<file path="src/include/lmx_pkg.sv">
// Shared constants and types of the LED matrix configuration register group
package lmx_pkg;

    // ********************************************************************
    // Register offsets
    // ********************************************************************
    localparam logic [7:0]  LMX_ADDR_THR_SW5_8     = 8'h05;
    localparam logic [7:0]  LMX_ADDR_THR_SW9_12    = 8'h06;
    localparam logic [7:0]  LMX_ADDR_UART_CONFIG   = 8'h07;
    localparam logic [7:0]  LMX_ADDR_TIMEOUT_STATE = 8'h08;
    localparam logic [7:0]  LMX_ADDR_FORCE_CLOSED  = 8'h09;

    // ********************************************************************
    // Widths and field positions
    // ********************************************************************
    localparam int          LMX_REG_W     = 13;
    localparam int          LMX_NUM_SW    = 12;
    localparam int          LMX_THR_W     = 3;
    localparam int          LMX_THR_PER   = 4;
    localparam int          LMX_THR_SW    = 8;
    localparam int          LMX_THR_FW    = 12;
    localparam int          LMX_CID_LSB   = 0;
    localparam int          LMX_CID_W     = 6;
    localparam int          LMX_WD_LSB    = 6;
    localparam int          LMX_WD_W      = 4;
    localparam int          LMX_UART_FW   = 10;
    localparam int          LMX_CNT_W     = 32;

    // ********************************************************************
    // Reset values
    // ********************************************************************
    localparam logic [11:0] LMX_RST_THR          = 12'h000;
    localparam logic [9:0]  LMX_RST_UART         = 10'h001;
    localparam logic [11:0] LMX_RST_FALLBACK     = 12'h000;
    localparam logic [11:0] LMX_RST_FORCE_CLOSED = 12'h000;

    // Short-LED threshold codes, ascending
    typedef enum logic [2:0] {
        LMX_STH_1V4 = 3'h0,
        LMX_STH_3V6 = 3'h1,
        LMX_STH_4V0 = 3'h2,
        LMX_STH_5V5 = 3'h3,
        LMX_STH_6V0 = 3'h4,
        LMX_STH_6V6 = 3'h5,
        LMX_STH_7V2 = 3'h6,
        LMX_STH_7V7 = 3'h7
    } lmx_short_thr_t;

    // ********************************************************************
    // Timing
    // ********************************************************************
    localparam int unsigned LMX_CLK_HZ     = 100_000_000;
    localparam int unsigned LMX_CYC_PER_US = LMX_CLK_HZ / 1_000_000;

    typedef int unsigned lmx_wd_tab_t [1:15];

    // Watchdog durations in microseconds, codes 1..15; both top codes are 5 s
    localparam lmx_wd_tab_t LMX_WD_T_US = '{
        200, 500, 1_000, 2_000, 5_000, 10_000, 20_000, 50_000,
        100_000, 200_000, 500_000, 1_000_000, 2_000_000, 5_000_000, 5_000_000
    };

    function automatic lmx_wd_tab_t lmx_wd_cycles();
        lmx_wd_tab_t tab;
        for (int k = 1; k <= 15; k++) begin
            tab[k] = LMX_WD_T_US[k] * LMX_CYC_PER_US;
        end
        return tab;
    endfunction : lmx_wd_cycles

    // One decoded command from the UART frame decoder
    typedef struct packed {
        logic        valid;
        logic        write;
        logic        cluster_call;
        logic [5:0]  cluster_ident;
        logic [7:0]  addr;
        logic [12:0] wdata;
    } lmx_cmd_t;

endpackage : lmx_pkg

</file>
<file path="src/rtl/lmx_comm_watchdog.sv">
// Communication watchdog counter with restart and expiry pulse
`timescale 1ns/1ps
module lmx_comm_watchdog (
    input  wire logic        i_clock,    // System clock
    input  wire logic        i_reset_n,  // Async reset, active low
    input  wire logic        i_enable,   // Nonzero duration code selected
    input  wire logic        i_restart,  // Restart the count
    input  wire logic [31:0] i_limit,    // Duration in clock cycles
    output logic             o_expire    // One-cycle expiry pulse
);

    logic [31:0] count_reg;
    logic [31:0] last_count;
    logic        at_last;

    // Zero limit treated as one cycle
    assign last_count = (i_limit == 32'h0000_0000) ? 32'h0000_0000 : i_limit - 32'h0000_0001;
    assign at_last    = (count_reg >= last_count);

    always_ff @(posedge i_clock or negedge i_reset_n) begin
        if (!i_reset_n) begin
            count_reg <= 32'h0000_0000;
        end else if (!i_enable || i_restart || at_last) begin
            count_reg <= 32'h0000_0000;
        end else begin
            count_reg <= count_reg + 32'h0000_0001;
        end
    end

    always_ff @(posedge i_clock or negedge i_reset_n) begin
        if (!i_reset_n) begin
            o_expire <= 1'b0;
        end else begin
            o_expire <= i_enable && !i_restart && at_last;
        end
    end

endmodule : lmx_comm_watchdog

</file>
<file path="src/rtl/lmx_cfg_regs.sv">
// Configuration registers, watchdog and switch override of the LED matrix
//
// Notes on behaviour
// - Threshold fields are 3 bits, codes 0-7
// - Switches 12..9 at 11:9, 8:6, 5:3, 2:0
// - Switches 7..5 at 8:6, 5:3, 2:0
// - Watchdog code bits 9:6; zero disables it
// - Codes 1-15 pick 200us up to 5s
// - Watchdog status asserts the fault pin
// - Watchdog status applies fallback state to switches
// - Fallback register: 12 bits, one means closed
// - Override bit holds its switch closed while watchdog status is clear
// - Faults evaluated only while a switch is open
// - Override field 12 bits, one per switch
`timescale 1ns/1ps
module lmx_cfg_regs #(
    parameter lmx_pkg::lmx_wd_tab_t WD_LIMIT = lmx_pkg::lmx_wd_cycles()
) (
    input  wire logic             i_clock,                 // System clock, 100 MHz
    input  wire logic             i_reset_n,               // Async reset, active low
    input  wire lmx_pkg::lmx_cmd_t i_cmd,                  // Decoded UART command
    input  wire logic             i_status_clear,          // Clear watchdog status
    input  wire logic [11:0]      i_duty_open,             // Dimming engine: 1 = open
    output logic                  o_rd_valid,              // Read answer strobe
    output logic                  o_rd_hit,                // Read hit a mapped register
    output logic [12:0]           o_rd_data,               // Read answer data
    output logic [7:0][2:0]       o_short_threshold_code,  // Switches 12..5, index 0 = 5
    output logic [5:0]            o_cluster_ident,         // Stored cluster ident
    output logic [3:0]            o_comm_timeout_select,   // Watchdog duration code
    output logic                  o_comm_timeout_flag,     // Watchdog status bit
    output logic                  o_fault_output_pin_n,    // Fault pin, active low
    output logic [11:0]           o_switch_closed,         // Bypass switch, 1 = closed
    output logic [11:0]           o_fault_eval_en          // LED fault evaluation enable
);

    // ********************************************************************
    // Storage
    // ********************************************************************
    logic [11:0] thr_sw5_8_reg;
    logic [11:0] thr_sw9_12_reg;
    logic [9:0]  uart_config_reg;
    logic [11:0] fallback_switch_state_reg;
    logic [11:0] force_closed_mask_reg;
    logic        comm_timeout_reg;

    logic        comm_timeout_next;
    logic        wr_accept;
    logic        cid_match;
    logic        wd_enable;
    logic        wd_restart;
    logic        wd_expire;
    logic [31:0] wd_limit;
    logic [3:0]  wd_code;
    logic [11:0] closed_next;
    logic [12:0] rd_data_next;
    logic        rd_hit_next;

    // ********************************************************************
    // Command qualification
    // ********************************************************************
    assign cid_match = (i_cmd.cluster_ident == uart_config_reg[lmx_pkg::LMX_CID_LSB +:
                                                               lmx_pkg::LMX_CID_W]);
    // Cluster-calls only land when the ident matches
    assign wr_accept = i_cmd.valid && i_cmd.write
                       && (!i_cmd.cluster_call || cid_match);

    // ********************************************************************
    // Register writes
    // ********************************************************************
    always_ff @(posedge i_clock or negedge i_reset_n) begin
        if (!i_reset_n) begin
            thr_sw5_8_reg <= lmx_pkg::LMX_RST_THR;
        end else if (wr_accept && i_cmd.addr == lmx_pkg::LMX_ADDR_THR_SW5_8) begin
            thr_sw5_8_reg <= i_cmd.wdata[11:0];
        end
    end

    always_ff @(posedge i_clock or negedge i_reset_n) begin
        if (!i_reset_n) begin
            thr_sw9_12_reg <= lmx_pkg::LMX_RST_THR;
        end else if (wr_accept && i_cmd.addr == lmx_pkg::LMX_ADDR_THR_SW9_12) begin
            thr_sw9_12_reg <= i_cmd.wdata[11:0];
        end
    end

    always_ff @(posedge i_clock or negedge i_reset_n) begin
        if (!i_reset_n) begin
            uart_config_reg <= lmx_pkg::LMX_RST_UART;
        end else if (wr_accept && i_cmd.addr == lmx_pkg::LMX_ADDR_UART_CONFIG) begin
            uart_config_reg <= i_cmd.wdata[9:0];
        end
    end

    always_ff @(posedge i_clock or negedge i_reset_n) begin
        if (!i_reset_n) begin
            fallback_switch_state_reg <= lmx_pkg::LMX_RST_FALLBACK;
        end else if (wr_accept && i_cmd.addr == lmx_pkg::LMX_ADDR_TIMEOUT_STATE) begin
            fallback_switch_state_reg <= i_cmd.wdata[11:0];
        end
    end

    always_ff @(posedge i_clock or negedge i_reset_n) begin
        if (!i_reset_n) begin
            force_closed_mask_reg <= lmx_pkg::LMX_RST_FORCE_CLOSED;
        end else if (wr_accept && i_cmd.addr == lmx_pkg::LMX_ADDR_FORCE_CLOSED) begin
            force_closed_mask_reg <= i_cmd.wdata[11:0];
        end
    end

    // ********************************************************************
    // Register reads
    // ********************************************************************
    always_comb begin
        rd_data_next = 13'h0000;
        rd_hit_next  = 1'b1;
        case (i_cmd.addr)
            lmx_pkg::LMX_ADDR_THR_SW5_8:     rd_data_next = {1'b0, thr_sw5_8_reg};
            lmx_pkg::LMX_ADDR_THR_SW9_12:    rd_data_next = {1'b0, thr_sw9_12_reg};
            lmx_pkg::LMX_ADDR_UART_CONFIG:   rd_data_next = {3'h0, uart_config_reg};
            lmx_pkg::LMX_ADDR_TIMEOUT_STATE: rd_data_next = {1'b0, fallback_switch_state_reg};
            lmx_pkg::LMX_ADDR_FORCE_CLOSED:  rd_data_next = {1'b0, force_closed_mask_reg};
            default: begin
                rd_data_next = 13'h0000;
                rd_hit_next  = 1'b0;
            end
        endcase
    end

    // Reads are addressed only; cluster-calls never answer
    always_ff @(posedge i_clock or negedge i_reset_n) begin
        if (!i_reset_n) begin
            o_rd_valid <= 1'b0;
            o_rd_hit   <= 1'b0;
            o_rd_data  <= 13'h0000;
        end else if (i_cmd.valid && !i_cmd.write && !i_cmd.cluster_call) begin
            o_rd_valid <= 1'b1;
            o_rd_hit   <= rd_hit_next;
            o_rd_data  <= rd_data_next;
        end else begin
            o_rd_valid <= 1'b0;
            o_rd_hit   <= 1'b0;
            o_rd_data  <= 13'h0000;
        end
    end

    // ********************************************************************
    // Communication watchdog
    // ********************************************************************
    assign wd_code   = uart_config_reg[lmx_pkg::LMX_WD_LSB +: lmx_pkg::LMX_WD_W];
    assign wd_enable = (wd_code != 4'h0);
    assign wd_limit  = wd_enable ? WD_LIMIT[wd_code] : 32'h0000_0000;
    // Any valid command kicks; a code write is itself a valid command
    assign wd_restart = i_cmd.valid
                        || (wr_accept && i_cmd.addr == lmx_pkg::LMX_ADDR_UART_CONFIG);

    lmx_comm_watchdog u_watchdog (
        .i_clock   (i_clock),
        .i_reset_n (i_reset_n),
        .i_enable  (wd_enable),
        .i_restart (wd_restart),
        .i_limit   (wd_limit),
        .o_expire  (wd_expire)
    );

    // Expiry wins over a clear in the same cycle
    assign comm_timeout_next = wd_expire || (comm_timeout_reg && !i_status_clear);

    always_ff @(posedge i_clock or negedge i_reset_n) begin
        if (!i_reset_n) begin
            comm_timeout_reg <= 1'b0;
        end else begin
            comm_timeout_reg <= comm_timeout_next;
        end
    end

    always_ff @(posedge i_clock or negedge i_reset_n) begin
        if (!i_reset_n) begin
            o_fault_output_pin_n <= 1'b1;
        end else begin
            o_fault_output_pin_n <= !comm_timeout_next;
        end
    end

    // ********************************************************************
    // Switch drive and fault evaluation
    // ********************************************************************
    // Fallback beats override so a lost host sees one known pattern
    genvar sw;
    generate
        for (sw = 0; sw < lmx_pkg::LMX_NUM_SW; sw++) begin : g_switch
            assign closed_next[sw] = comm_timeout_next ? fallback_switch_state_reg[sw]
                                   : (force_closed_mask_reg[sw] || !i_duty_open[sw]);
        end
    endgenerate

    always_ff @(posedge i_clock or negedge i_reset_n) begin
        if (!i_reset_n) begin
            o_switch_closed <= 12'hfff;
        end else begin
            o_switch_closed <= closed_next;
        end
    end

    // Faults only sampled across an open switch
    always_ff @(posedge i_clock or negedge i_reset_n) begin
        if (!i_reset_n) begin
            o_fault_eval_en <= 12'h000;
        end else begin
            o_fault_eval_en <= ~closed_next;
        end
    end

    // ********************************************************************
    // Configuration outputs
    // ********************************************************************
    genvar th;
    generate
        for (th = 0; th < lmx_pkg::LMX_THR_PER; th++) begin : g_thr
            assign o_short_threshold_code[th] =
                thr_sw5_8_reg[th*lmx_pkg::LMX_THR_W +: lmx_pkg::LMX_THR_W];
            assign o_short_threshold_code[th + lmx_pkg::LMX_THR_PER] =
                thr_sw9_12_reg[th*lmx_pkg::LMX_THR_W +: lmx_pkg::LMX_THR_W];
        end
    endgenerate

    assign o_cluster_ident       = uart_config_reg[lmx_pkg::LMX_CID_LSB +: lmx_pkg::LMX_CID_W];
    assign o_comm_timeout_select = wd_code;
    assign o_comm_timeout_flag   = comm_timeout_reg;

endmodule : lmx_cfg_regs

</file>
<file path="config.mk">
export PLATFORM = sky130hd
export DESIGN_NAME = lmx_cfg_regs
export DESIGN_NICKNAME = d
export VERILOG_FILES = /design/src/include/lmx_pkg.sv /design/src/rtl/lmx_comm_watchdog.sv /design/src/rtl/lmx_cfg_regs.sv
export SDC_FILE = /design/constraint.sdc
export NUM_CORES = 1
export LEC_CHECK = 0
export BUFFER_PORTS_ARGS = -buffer_cell sky130_fd_sc_hd__buf_2
export CORE_AREA = 2 2 137 139
export DETAILED_ROUTE_END_ITERATION = 8
export DIE_AREA = 0 0 139 141
export HOLD_SLACK_MARGIN = 0.15
export PLACE_DENSITY = 0.7
export SLEW_MARGIN = 0
export SYNTH_ARGS = -nofsm -noshare
export SYNTH_HDL_FRONTEND = slang
export SYNTH_SLANG_ARGS = --single-unit
</file>
<file path="constraint.sdc">
create_clock -name i_clock -period 4.7 [get_ports i_clock]
set_clock_uncertainty 0.05 [all_clocks]
set_input_delay 0.705 -clock i_clock [delete_from_list [all_inputs] [get_ports i_clock]]
set_output_delay 0.705 -clock i_clock [all_outputs]
set_load 0.01 [all_outputs]
</file>
==> metrics.md, run 1 <==
| Metric | Value |
|---|---|
| Status | finished, final reports clean |
| P_sw | roughly 0.74 mW |
| Fin crit share | approximately 95% |
| GRT Total Usage | between 10% and 20% |
| Vias in the first global route | approximately 5,400 |
| Worst Path Max Fanout | 33 |
| Vias/cell | roughly 5.3 |
| Area Overhead vs Synth | 21.28% |
| Maximum root-to-sink buffer count | 2 |
| Cells after Synth | 670 |
| H-tree levels | 4 |
| Most common cell in the synthesized netlist | dfrtp_1 |
| Total Wirelength | about 18 mm |
| Mux contribution to synthesized area | between 10% and 20% |
| Post-synthesis adder-cell area fraction | approximately 7.5% |
| Gate power share | approximately a tenth |
| Drt pass-1 iters | 4 |
| Via count | between 5,000 and 6,000 |
| Final slew viol count | 0 |
| Core Area | approximately 18,000 um2 |
| Drt wl/cell | around 17 um |
| Top cells by area, synth | dfrtp_1 41%, mux2_2 10%, ha_1 7.5%, dfstp_2 5.2%, xor2_1 3.8% |
| Internal power | approximately 2.1 mW |
| CTS buffer count | 17 |
| Synth Flop Type | dfrtp_1 |
| EDFF count, synth | 0 |
| Yosys reg bits | about 130 |
| Initial antenna violation count | 0 |
| Ys async rst share | 100.0% |
| Leak | about 4.2 nW |
| Placed cell count | roughly 1,000 |
| Most common library cells after synthesis | 117 x dfrtp_1, 65 x mux2_2, 46 x nand2_1, 43 x ha_1, 37 x nor3_1 |
| CP endpoint kind | register |
| Routability cong. | approximately 0.87 |
| Hpwl dp | about 12 mm |
| # DRC | 0 |
| GRT overflow | 0 |
| Critical path class | reg2reg |
| Clock power frac | between 40 and 50% |
| Rel. slew slack | about a quarter |
| Synth Area in XOR/XNOR | under 10% |
| # IOs | 120 |
| Setup TNS | 0 ps |
| Port bufs | between 100 and 150 |
| Post-route ant nets | 0 |
| Share of power burned in registers | around two fifths |
| Sequential fraction of the synthesis area | 46.16% |
| Top-area cell type share of the netlist area | 41.01% |
| Max reg flops | 32 |
| Final WS setup | 249.8 ps |
| ANT cells | 0 |
| Startpoint Class | register |
| Slew @ Worst Pin | about 1100 ps |
| CTS tree | built |
| Rows | 50 |
| Crit path time final | around 4500 ps |
| Largest family of logic cells by synthesized area | simple AND/OR/NAND/NOR gates |
| Post-Layout Cell Count | just over 1,000 |
| Cell taking the most area after synthesis | dfrtp_1 |
| Largest net degree at the start of global routing | 96 |
| Clk Latency, worst-skew pair | between 400 and 500 ps |
| Final Net Count | about 880 |
| Initial Util | 39.08% |
| Cts hold-fix bufs | 0 |
| Die Width | between 100 and 150 um |
| Maximum clock frequency | approximately 0.22 GHz |
| Syn Std Cell Area | about 7100 um2 |
| Setup slack at placement | -51.70 ps |
| Total power | 2.812 mW |
| WP data required | 4970 ps |
| Maximum VDD drop | roughly 0.00031 V |
| Share of layout cells above drive strength 1 | between 30% and 40% |
| Die area | 19,600 um2 |
| Clk sinks | 131 |
| Die H | roughly 140 um |
| Synth warn | 0 |
| Final setup violation count | 0 |
| Root Buffer | clkbuf_16 |
| Reg clk slew, reported paths | approximately 60 ps |
| Critical path arrival | about 4700 ps |
| Synth cell types | 67 |
| Power Density | 324.8 nW/um2 |
| Starting DRT DRC Count | ~340 |
| Final count of hold timing violations | 0 |
| Compound-cell area share of the yosys netlist | ~11% |
| First-pass GRT wire length | 28.91 mm |
| Simple-gate area share of the yosys netlist | 14.39% |
| Max-cap violations | 0 |
| Type of the most critical hold path | in2async |
| Mean Syn Cell Area | ~11 um2 |
| Unrepaired setup endpoints after global routing | false |
| Switch share | 26.39% |
| Mapped Nets | 758 |
-- timing repair --
item	4_1_cts	5_1_grt
gates resized for setup	2	6
pin swaps	0	2
setup endpoints to repair	5	33
gates cloned	0	0
buffers inserted	0	2
-- power by group through the flow --
stage               Sequential [mW]  Clock (mW)  Combinational, mW
finish                         1.16        1.35              0.299
global route                   1.16        1.42              0.337
CTS                            1.16        1.37              0.296
detailed placement             1.18           0              0.293
global placement               1.18           0              0.286
floorplan                      1.19           0              0.177
-- routing by layer --
metal	global-route usage (%)	vias to the layer above	share of wire (%)
met4	6.911	0	1.9
met5	0	-	0
met1	25.62	2705	45
met3	4.280	27	6.0
met2	28.73	141	47
li1	-	2642	-
-- cells in the final DEF (no fill, tap or decap), types with 6 or more instances in the layout --
master,Yosys,routed
clkbuf_16,0,17
a22oi_1,10,10
a222oi_1,6,6
nor2_1,30,30
a21oi_1,26,25
nor2b_1,11,11
ha_1,43,42
mux2_2,65,65
nand2_1,46,46
buf_4,1,18
dfstp_2,14,14
o21ai_0,20,20
a31oi_1,12,12
inv_1,35,34
dfrtp_1,117,117
nand2_2,7,7
nand3_1,17,17
xor2_1,31,31
a22o_1,6,6
nand4_1,11,11
nor3_1,37,36
buf_2,7,116
xnor2_1,10,10
inv_6,0,6
-- metrics by stage --
step                      hold slack (ps)  util (%)  cell area [um2]
after global placement              459.2     43.86             8013
after global routing                363.2     47.40             8658
after CTS                           341.3     47.17             8617
after floorplan                     359.4         -             7143
final                               285.2     47.40             8658
after detailed placement            466.5     43.86             8013
-- final cells by class --
cell class,instances,area [um2]
Clock buffer,17,425.4
Inverter,36,135.1
Clock inverter,15,170.2
Tap cell,234,292.8
Timing Repair Buffer,137,767.0
Multi-Input combinational cell,467,3572
Sequential cell,131,3296
Fill cell,1718,9609
-- path summary, 6_finish.rpt --
| check | to | cells past startpoint | slack [ps] | start |
|---|---|---|---|---|
| worst min register to register | thr_sw5_8_reg[4] | 1 | 480 | thr_sw5_8_reg[4] |
| max in group asynchronous | o_switch_closed[3] | 2 | 3290 | i_reset_n |
| worst max-delay path | u_watchdog.count_reg[23] | 18 | 250 | uart_config_reg[7] |
| worst max register to register | u_watchdog.count_reg[23] | 18 | 250 | uart_config_reg[7] |
| min in group i_clock | o_switch_closed[4] | 2 | 390 | i_duty_open[4] |
| worst min-delay path | u_watchdog.count_reg[1] | 1 | 290 | i_reset_n |
-- cell families after synthesis --
kind of cell | count (synthesis)
muxes | 71
other | 2
DFF | 131
AOI/OAI and AO/OA | 111
buffers and inverters | 72
xor gates and xnor gates | 41
and+or+nand+nor | 199
adders and majority gates | 43
-- critical path: stages, from the launching register on --
cell       delay [ps]
dfrtp_1           380
buf_4             150
buf_4             180
ha_1              230
nor2b_1           180
a22oi_4           220
nand4_2           140
or3_4             440
or3_4             440
buf_4             220
o211ai_1          110
ha_1              290
a21oi_1           210
nand2_1           110
a2111oi_2         360
buf_4             170
o21ai_2            70
buf_12            170
nor3_1            220
Note: power is estimated with default switching activity, not from simulation.
==> inputs of run 2 (changes only) <==
--- a/config.mk
+++ b/config.mk
@@ -7,10 +7,13 @@
 export LEC_CHECK = 0
 export BUFFER_PORTS_ARGS = -buffer_cell sky130_fd_sc_hd__buf_2
 export CORE_AREA = 2 2 137 139
+export CTS_BUF_LIST = sky130_fd_sc_hd__clkbuf_8
 export DETAILED_ROUTE_END_ITERATION = 8
 export DIE_AREA = 0 0 139 141
+export GPL_TIMING_DRIVEN = 0
 export HOLD_SLACK_MARGIN = 0.15
 export PLACE_DENSITY = 0.7
+export RECOVER_POWER = 50
 export SLEW_MARGIN = 0
 export SYNTH_ARGS = -nofsm -noshare
 export SYNTH_HDL_FRONTEND = slang
==> run 2 against run 1 <==
Compared with the run above: the run now ends with capacitance limit, slew limit left; count of clock-buffer cells in the layout grew 1; core utilization up 0.86 points; via count up 5.0%; final area rose by 1.8%.
==> metrics.md, run 2 (synthesis results as in run 1) <==
| Metric | Value |
|---|---|
| Vias in the first global route | 5,548 (was 5,442) |
| Flop-to-flop setup slack | 160 ps (was 250 ps) |
| Post-route ant nets | 0 (unchanged) |
| Crit path time final | 4544 ps (was 4450 ps) |
| Worst Path Max Fanout | 10 (was 33) |
| Final Net Count | 910 (was 878) |
| Slew @ Worst Pin | 2713 ps (was 1089 ps) |
| Met2 wire length | 9.036 mm (was 8.333 mm) |
| Total Wirelength | 19.13 mm (was 17.63 mm) |
| H-tree levels | 4 (unchanged) |
| Met3 routed WL | 808 um (was 1.065 mm) |
| WP data required | 5020 ps (was 4970 ps) |
| CTS buffer count | 17 (unchanged) |
| Leak | 4.111 nW (was 4.200 nW) |
| Max layer used | met4 (unchanged) |
| Most common cell after layout, fill and taps aside | dfrtp_1 (unchanged) |
| Final count of hold timing violations | 0 (unchanged) |
| # IOs | 120 (unchanged) |
| Fill cells | 1,708 (was 1,718) |
| CP endpoint kind | register (unchanged) |
| Maximum root-to-sink buffer count | 2 (unchanged) |
| Critical path class | reg2reg (unchanged) |
| Maximum clock frequency | 0.2201 GHz (was 0.2247 GHz) |
| Core Area | 18,270 um2 (unchanged) |
| Commonest cells after routing, fill and taps aside | 113 x dfrtp_1, 81 x buf_2, 65 x mux2_2, 55 x clkbuf_1, 46 x nand2_1 (was 117 x dfrtp_1, 116 x buf_2, 65 x mux2_2, 46 x nand2_1, 42 x ha_1) |
| Initial antenna violation count | 0 (unchanged) |
| Startpoint Class | register (unchanged) |
| First-pass GRT wire length | 29.72 mm (was 28.91 mm) |
| Routability cong. | 0.8854 (was 0.8692) |
| Via count | 5,789 (was 5,515) |
| Maximum VDD drop | 0.0001748 V (was 0.0003085 V) |
| Drt pass-1 iters | 7 (was 4) |
| Area Overhead vs Synth | 23.47% (was 21.28%) |
| Finished Core Util | 48.25% (was 47.40%) |
| Die Width | 139 um (unchanged) |
| Type of the most critical hold path | in2reg (was in2async) |
| Die H | 141 um (unchanged) |
| Port bufs | 117 (unchanged) |
| Max reg flops | 32 (unchanged) |
| Total power | 2.427 mW (was 2.812 mW) |
| CTS tree | built (unchanged) |
| Share of layout cells above drive strength 1 | 32.69% (was 34.12%) |
| Max-cap violations | 1 (was 0) |
| Fin crit share | 96.67% (was 94.69%) |
| M1 WL | 8.912 mm (was 7.889 mm) |
| Initial Util | 39.08% (unchanged) |
| GRT overflow | 0 (unchanged) |
| Final setup violation count | 0 (unchanged) |
| Power Density | 275.3 nW/um2 (was 324.8 nW/um2) |
| Status | finished, violations left (was finished, final reports clean) |
| Critical path arrival | 4870 ps (was 4720 ps) |
| Die area | 19,600 um2 (unchanged) |
| Final slew viol count | 48 (was 0) |
| Rows | 50 (unchanged) |
| # DRC | 0 (unchanged) |
| Starting DRT DRC Count | 396 (was 338) |
| Drt wl/cell | 17.90 um (was 17.00 um) |
| Reg clk slew, reported paths | 90 ps (was 60 ps) |
| Clk sinks | 131 (unchanged) |
| Largest net degree at the start of global routing | 85 (was 96) |
| Root Buffer | clkbuf_8 (was clkbuf_16) |
| Clk Latency, worst-skew pair | 460 ps (was 420 ps) |
| ANT cells | 0 (unchanged) |
| Failing checks | capacitance limit, slew limit |
| GRT Total Usage | 19.21% (was 18.58%) |
| Vias/cell | 5.415 (was 5.318) |
| Hold Slack | 353.6 ps (was 285.2 ps) |
| Rel. slew slack | -80.87% (was 26.74%) |
| Hpwl dp | 13.34 mm (was 12.25 mm) |
[run 2: changes by cell type in the layout (fill, tap and decap cells not counted), sizes merged]
cell	before	now
inv	44	41
clkbuf	17	78
dlygate4sd3	0	1
buf	137	108
clkinv	1	7
bufinv	2	1
clkinvlp	4	1
[run 2: layout make-up]
cell class / count / area [um2] / share of cell area (%)
Inverter: 36 / 150.1 / 1.703
Clock buffer: 18 / 247.7 / 2.811
Tap cell: 234 / 292.8 / 3.322
Timing Repair Buffer: 137 / 753.2 / 8.545
Clock inverter: 14 / 131.4 / 1.490
Buffer: 32 / 229.0 / 2.598
Multi-Input combinational cell: 467 / 3710 / 42.09
Sequential cell: 131 / 3301 / 37.45
[run 2: per-stage QoR]
step	setup TNS, ps	area, um2	setup slack (ps)	cells
final	0	8815	156.3	1069
after global routing	-1339	8815	-68.49	1069
after CTS	0	8566	0.3144	1056
after detailed placement	-31770	8055	-1056	1022
after global placement	-31200	8021	-1009	1021
after floorplan	0	7143	8.470	670
[run 2: routing by layer]
| metal | track usage, % | vias to the layer above |
|---|---|---|
| li1 | - | 2705 |
| met1 | 26.88 | 2899 |
| met2 | 29.63 | 151 |
| met3 | 3.940 | 34 |
| met4 | 7.018 | 0 |
| met5 | 0 | - |
[run 2: worst max-delay path, stage by stage, from the launching register on]
cell	delay [ps]
dfrtp_2	420
buf_8	150
inv_8	80
ha_4	170
buf_8	120
nor3_1	50
a21oi_1	120
or2_4	160
ha_4	150
nand4_2	100
or3_4	430
or3_4	470
buf_12	170
nand2_2	50
ha_1	230
a21o_1	170
a221o_1	330
a221oi_2	250
o211a_1	230
o21ai_4	150
clkbuf_16	220
nor3_2	170
[run 2: path summary, 6_finish.rpt]
check | from | endpoint | cells past startpoint
worst max register to register | uart_config_reg[7] | u_watchdog.count_reg[7] | 21
worst max-delay path | uart_config_reg[7] | u_watchdog.count_reg[7] | 21
max in group asynchronous | i_reset_n | o_rd_data[6] | 2
worst min register to register | fallback_switch_state_reg[7] | o_rd_data[7] | 2
min in group asynchronous | i_reset_n | u_watchdog.count_reg[3] | 2
worst min-delay path | i_duty_open[11] | o_switch_closed[11] | 2
[run 2: what timing repair did]
| action | CTS | global route |
|---|---|---|
| setup buffers | 2 | 13 |
| hold buffers | 1 | 0 |
| endpoints found under the hold margin | 41 | 0 |
| gates cloned | 1 | 2 |
| gates resized for setup | 36 | 43 |
| pin swaps | 4 | 7 |
| endpoints found under the setup margin | 33 | 33 |
[run 2: power by group]
group	switching, mW	internal (mW)	total (mW)
combinational	0.194	0.142	0.337
clock	0.490	0.440	0.930
sequential	0.00972	1.15	1.16
==> inputs of run 3 (changes only) <==
--- a/config.mk
+++ b/config.mk
@@ -12,7 +12,6 @@
 export DIE_AREA = 0 0 139 141
 export GPL_TIMING_DRIVEN = 0
 export HOLD_SLACK_MARGIN = 0.15
-export PLACE_DENSITY = 0.7
 export RECOVER_POWER = 50
 export SLEW_MARGIN = 0
 export SYNTH_ARGS = -nofsm -noshare
==> run 3 against run 2 <==
Compared with the run above: the flow still finishes with violations (capacitance limit, slew limit); clock power grew 5.2%; core utilization barely moved; die area unchanged; first-iteration DRC count is 12% lower; via count fell by 2.0%; sequential power barely moved; count of clock-buffer cells in the layout shrank 1; total power up 2.1%; wire length rose by 1.5%; sequential cell count unchanged; final cell count stayed put; combinational power about the same; critical path type unchanged; critical endpoint is now u_watchdog.count_reg[5]; largest cell class unchanged; highest routed layer unchanged.
==> metrics.md, run 3 (synthesis results as in run 1) <==
| Metric | Value |
|---|---|
| Clock power frac | 39.5% (was 38.3%) |
| Maximum clock frequency | 0.2223 GHz (was 0.2201 GHz) |
| Max reg flops | 32 (unchanged) |
| CTS tree | built (unchanged) |
| Worst Path Max Fanout | 10 (unchanged) |
| Maximum VDD drop | 0.0002090 V (was 0.0001748 V) |
| Gate power share | 13.7% (was 13.9%) |
| Final count of hold timing violations | 0 (unchanged) |
| Most common cell after layout, fill and taps aside | dfrtp_1 (unchanged) |
| WP data required | 5020 ps (about the same) |
| Area Overhead vs Synth | 23.43% (was 23.47%) |
| Largest net degree at the start of global routing | 98 (was 85) |
| # IOs | 120 (unchanged) |
| GRT overflow | 0 (unchanged) |
| Leak | 4.095 nW (was 4.111 nW) |
| Type of the most critical hold path | in2reg (unchanged) |
| Critical path class | reg2reg (unchanged) |
| Drt wl/cell | 18.16 um (was 17.90 um) |
| CP bufs+invs | 6 (was 5) |
| Share of layout cells above drive strength 1 | 32.53% (was 32.69%) |
| CP endpoint kind | register (unchanged) |
| Slowest stage cell, crit path | or3_4 (unchanged) |
| Clk sinks | 131 (unchanged) |
| Reg clk slew, reported paths | 90 ps (about the same) |
| First-pass GRT wire length | 30.28 mm (was 29.72 mm) |
| Delay of the slowest critical-path stage | 430 ps (was 470 ps) |
| Setup TNS | 0 ps (unchanged) |
| Total Wirelength | 19.41 mm (was 19.13 mm) |
| Post-Layout Cell Count | 1,069 (unchanged) |
| Fill cells | 1,758 (was 1,708) |
| Initial antenna violation count | 2 (was 0) |
| Rows | 50 (unchanged) |
| Via count | 5,675 (was 5,789) |
| Share of power burned in registers | 46.8% (was 47.8%) |
| Final setup violation count | 0 (unchanged) |
| Die H | 141 um (unchanged) |
| Drt pass-1 iters | 5 (was 7) |
| Port bufs | 117 (unchanged) |
| # DRC | 0 (unchanged) |
| Crit path time final | 4499 ps (was 4544 ps) |
| Critical path arrival | 4820 ps (was 4870 ps) |
| CTS buffer count | 17 (unchanged) |
| Final Net Count | 908 (was 910) |
| Die area | 19,600 um2 (unchanged) |
| Final slew viol count | 36 (was 48) |
| CP delay by family, top | compound AO/OA/AOI/OAI gates (was simple AND/OR/NAND/NOR gates) |
| Vias in the first global route | 5,439 (was 5,548) |
| Crit path cell chain | clkbuf_8 -> inv_6 -> ha_4 -> mux2i_1 -> a221oi_1 -> o21ai_1 -> or3_4 -> or3_4 -> buf_6 -> buf_12 -> nand2_2 -> ha_1 -> a21o_1 -> a221o_1 -> a221oi_2 -> o211a_1 -> o21ai_4 -> buf_12 -> clkbuf_16 -> nor3_1 (was buf_8 -> inv_8 -> ha_4 -> buf_8 -> nor3_1 -> a21oi_1 -> or2_4 -> ha_4 -> nand4_2 -> or3_4 -> or3_4 -> buf_12 -> nand2_2 -> ha_1 -> a21o_1 -> a221o_1 -> a221oi_2 -> o211a_1 -> o21ai_4 -> clkbuf_16 -> nor3_2) |
| Root Buffer | clkbuf_8 (unchanged) |
| Reg2Reg Depth | 20 (was 21) |
| Power Density | 281.1 nW/um2 (was 275.3 nW/um2) |
| H-tree levels | 4 (unchanged) |
| Max-cap violations | 1 (unchanged) |
| Setup slack at placement | -971.9 ps (was -1056 ps) |
| Initial Util | 39.08% (unchanged) |
| Vias/cell | 5.309 (was 5.415) |
| P_sw | 0.7378 mW (was 0.6942 mW) |
| Failing checks | capacitance limit, slew limit (unchanged) |
| Hpwl dp | 13.81 mm (was 13.34 mm) |
| Fin crit share | 95.71% (was 96.67%) |
| Internal power | 1.740 mW (was 1.733 mW) |
| Placed cell count | 1,022 (unchanged) |
| Hold Slack | 363.9 ps (was 353.6 ps) |
| Crit path depth | 20 (was 21) |
| Final WS setup | 201.5 ps (was 156.3 ps) |
| Status | finished, violations left (unchanged) |
| GRT Total Usage | 19.85% (was 19.21%) |
| Maximum root-to-sink buffer count | 2 (unchanged) |
| Die Width | 139 um (unchanged) |
| Clk Latency, worst-skew pair | 460 ps (about the same) |
| Slew @ Worst Pin | 2017 ps (was 2713 ps) |
| Switch share | 29.78% (was 28.61%) |
| Rel. slew slack | -34.48% (was -80.87%) |
| Starting DRT DRC Count | 349 (was 396) |
| Core Area | 18,270 um2 (unchanged) |
| Hold Path Cell Cnt | 2 (unchanged) |
| Startpoint Class | register (unchanged) |
| Commonest cells after routing, fill and taps aside | 113 x dfrtp_1, 81 x buf_2, 65 x mux2_2, 55 x clkbuf_1, 46 x nand2_1 (unchanged) |
| Finished Core Util | 48.24% (was 48.25%) |
| Routability cong. | 0.8266 (was 0.8854) |
| Post-route ant nets | 0 (unchanged) |
run 3: cell types whose count changed in the layout (fill, tap and decap cells not counted), sizes merged:
cell	before	now
buf	108	103
clkbuf	78	80
clkinv	7	2
diode	0	2
inv	41	47
run 3: power by group through the flow:
stage          logic [mW]  registers (mW)  clock network, mW
2_1_floorplan       0.177            1.19                  0
3_3_place_gp        0.299            1.18                  0
3_5_place_dp        0.306            1.18                  0
4_1_cts             0.324            1.16              0.998
5_1_grt             0.381            1.16               1.04
6_report            0.339            1.16              0.978
run 3: final timing paths:
| check | from | to | slack (ps) |
|---|---|---|---|
| worst max-delay path | uart_config_reg[6] | u_watchdog.count_reg[5] | 200 |
| worst max register to register | uart_config_reg[6] | u_watchdog.count_reg[5] | 200 |
| worst min-delay path | i_duty_open[5] | o_switch_closed[5] | 360 |
| min in group asynchronous | i_reset_n | u_watchdog.count_reg[7] | 1300 |
| max in group asynchronous | i_reset_n | uart_config_reg[8] | 920 |
| worst min register to register | force_closed_mask_reg[7] | force_closed_mask_reg[7] | 490 |
run 3: per-stage QoR:
stage / power, mW / cell area (um2)
4_1_cts: 2.483 / 8591
5_1_grt: 2.589 / 8810
3_5_place_dp: 1.488 / 8055
6_report: 2.477 / 8812
3_3_place_gp: 1.481 / 8021
2_1_floorplan: 1.367 / 7143
run 3: routing by layer:
| layer | global-route usage (%) | vias up | wire, um |
|---|---|---|---|
| li1 | - | 2707 | - |
| met1 | 27.83 | 2800 | 8965 |
| met2 | 30.75 | 144 | 9204 |
| met3 | 4.654 | 24 | 948 |
| met4 | 6.061 | 0 | 291 |
| met5 | 0 | - | 0 |
run 3: worst reg2reg max path: stages (launching register included):
cell       delay (ps)
dfrtp_2           420
clkbuf_8          170
inv_6              90
ha_4              230
mux2i_1           120
a221oi_1          250
o21ai_1           170
or3_4             430
or3_4             400
buf_6             150
buf_12            150
nand2_2            50
ha_1              230
a21o_1            160
a221o_1           330
a221oi_2          220
o211a_1           230
o21ai_4            80
buf_12            160
clkbuf_16         160
nor3_1            180
run 3: cell type report:
cell class | count | area, um2 | area share (%)
diodes | 2 | 5.005 | 0.05679
inverters | 36 | 145.1 | 1.647
multi-input cells | 467 | 3716 | 42.17
flip-flops and latches | 131 | 3301 | 37.46
well taps | 234 | 292.8 | 3.322
clock buffers | 17 | 234.0 | 2.655
repair buffers | 134 | 719.4 | 8.164
plain buffers | 33 | 239.0 | 2.712
clock inverters | 15 | 160.2 | 1.817
run 3: what timing repair did:
item                       4_1_cts  5_1_grt
cloned                           1        2
gates resized for setup         34       38
hold endpoints to repair        30        0
pin swaps                        3        7
hold buffers                     1        0
buffers inserted                 4        8
setup endpoints to repair       33       33
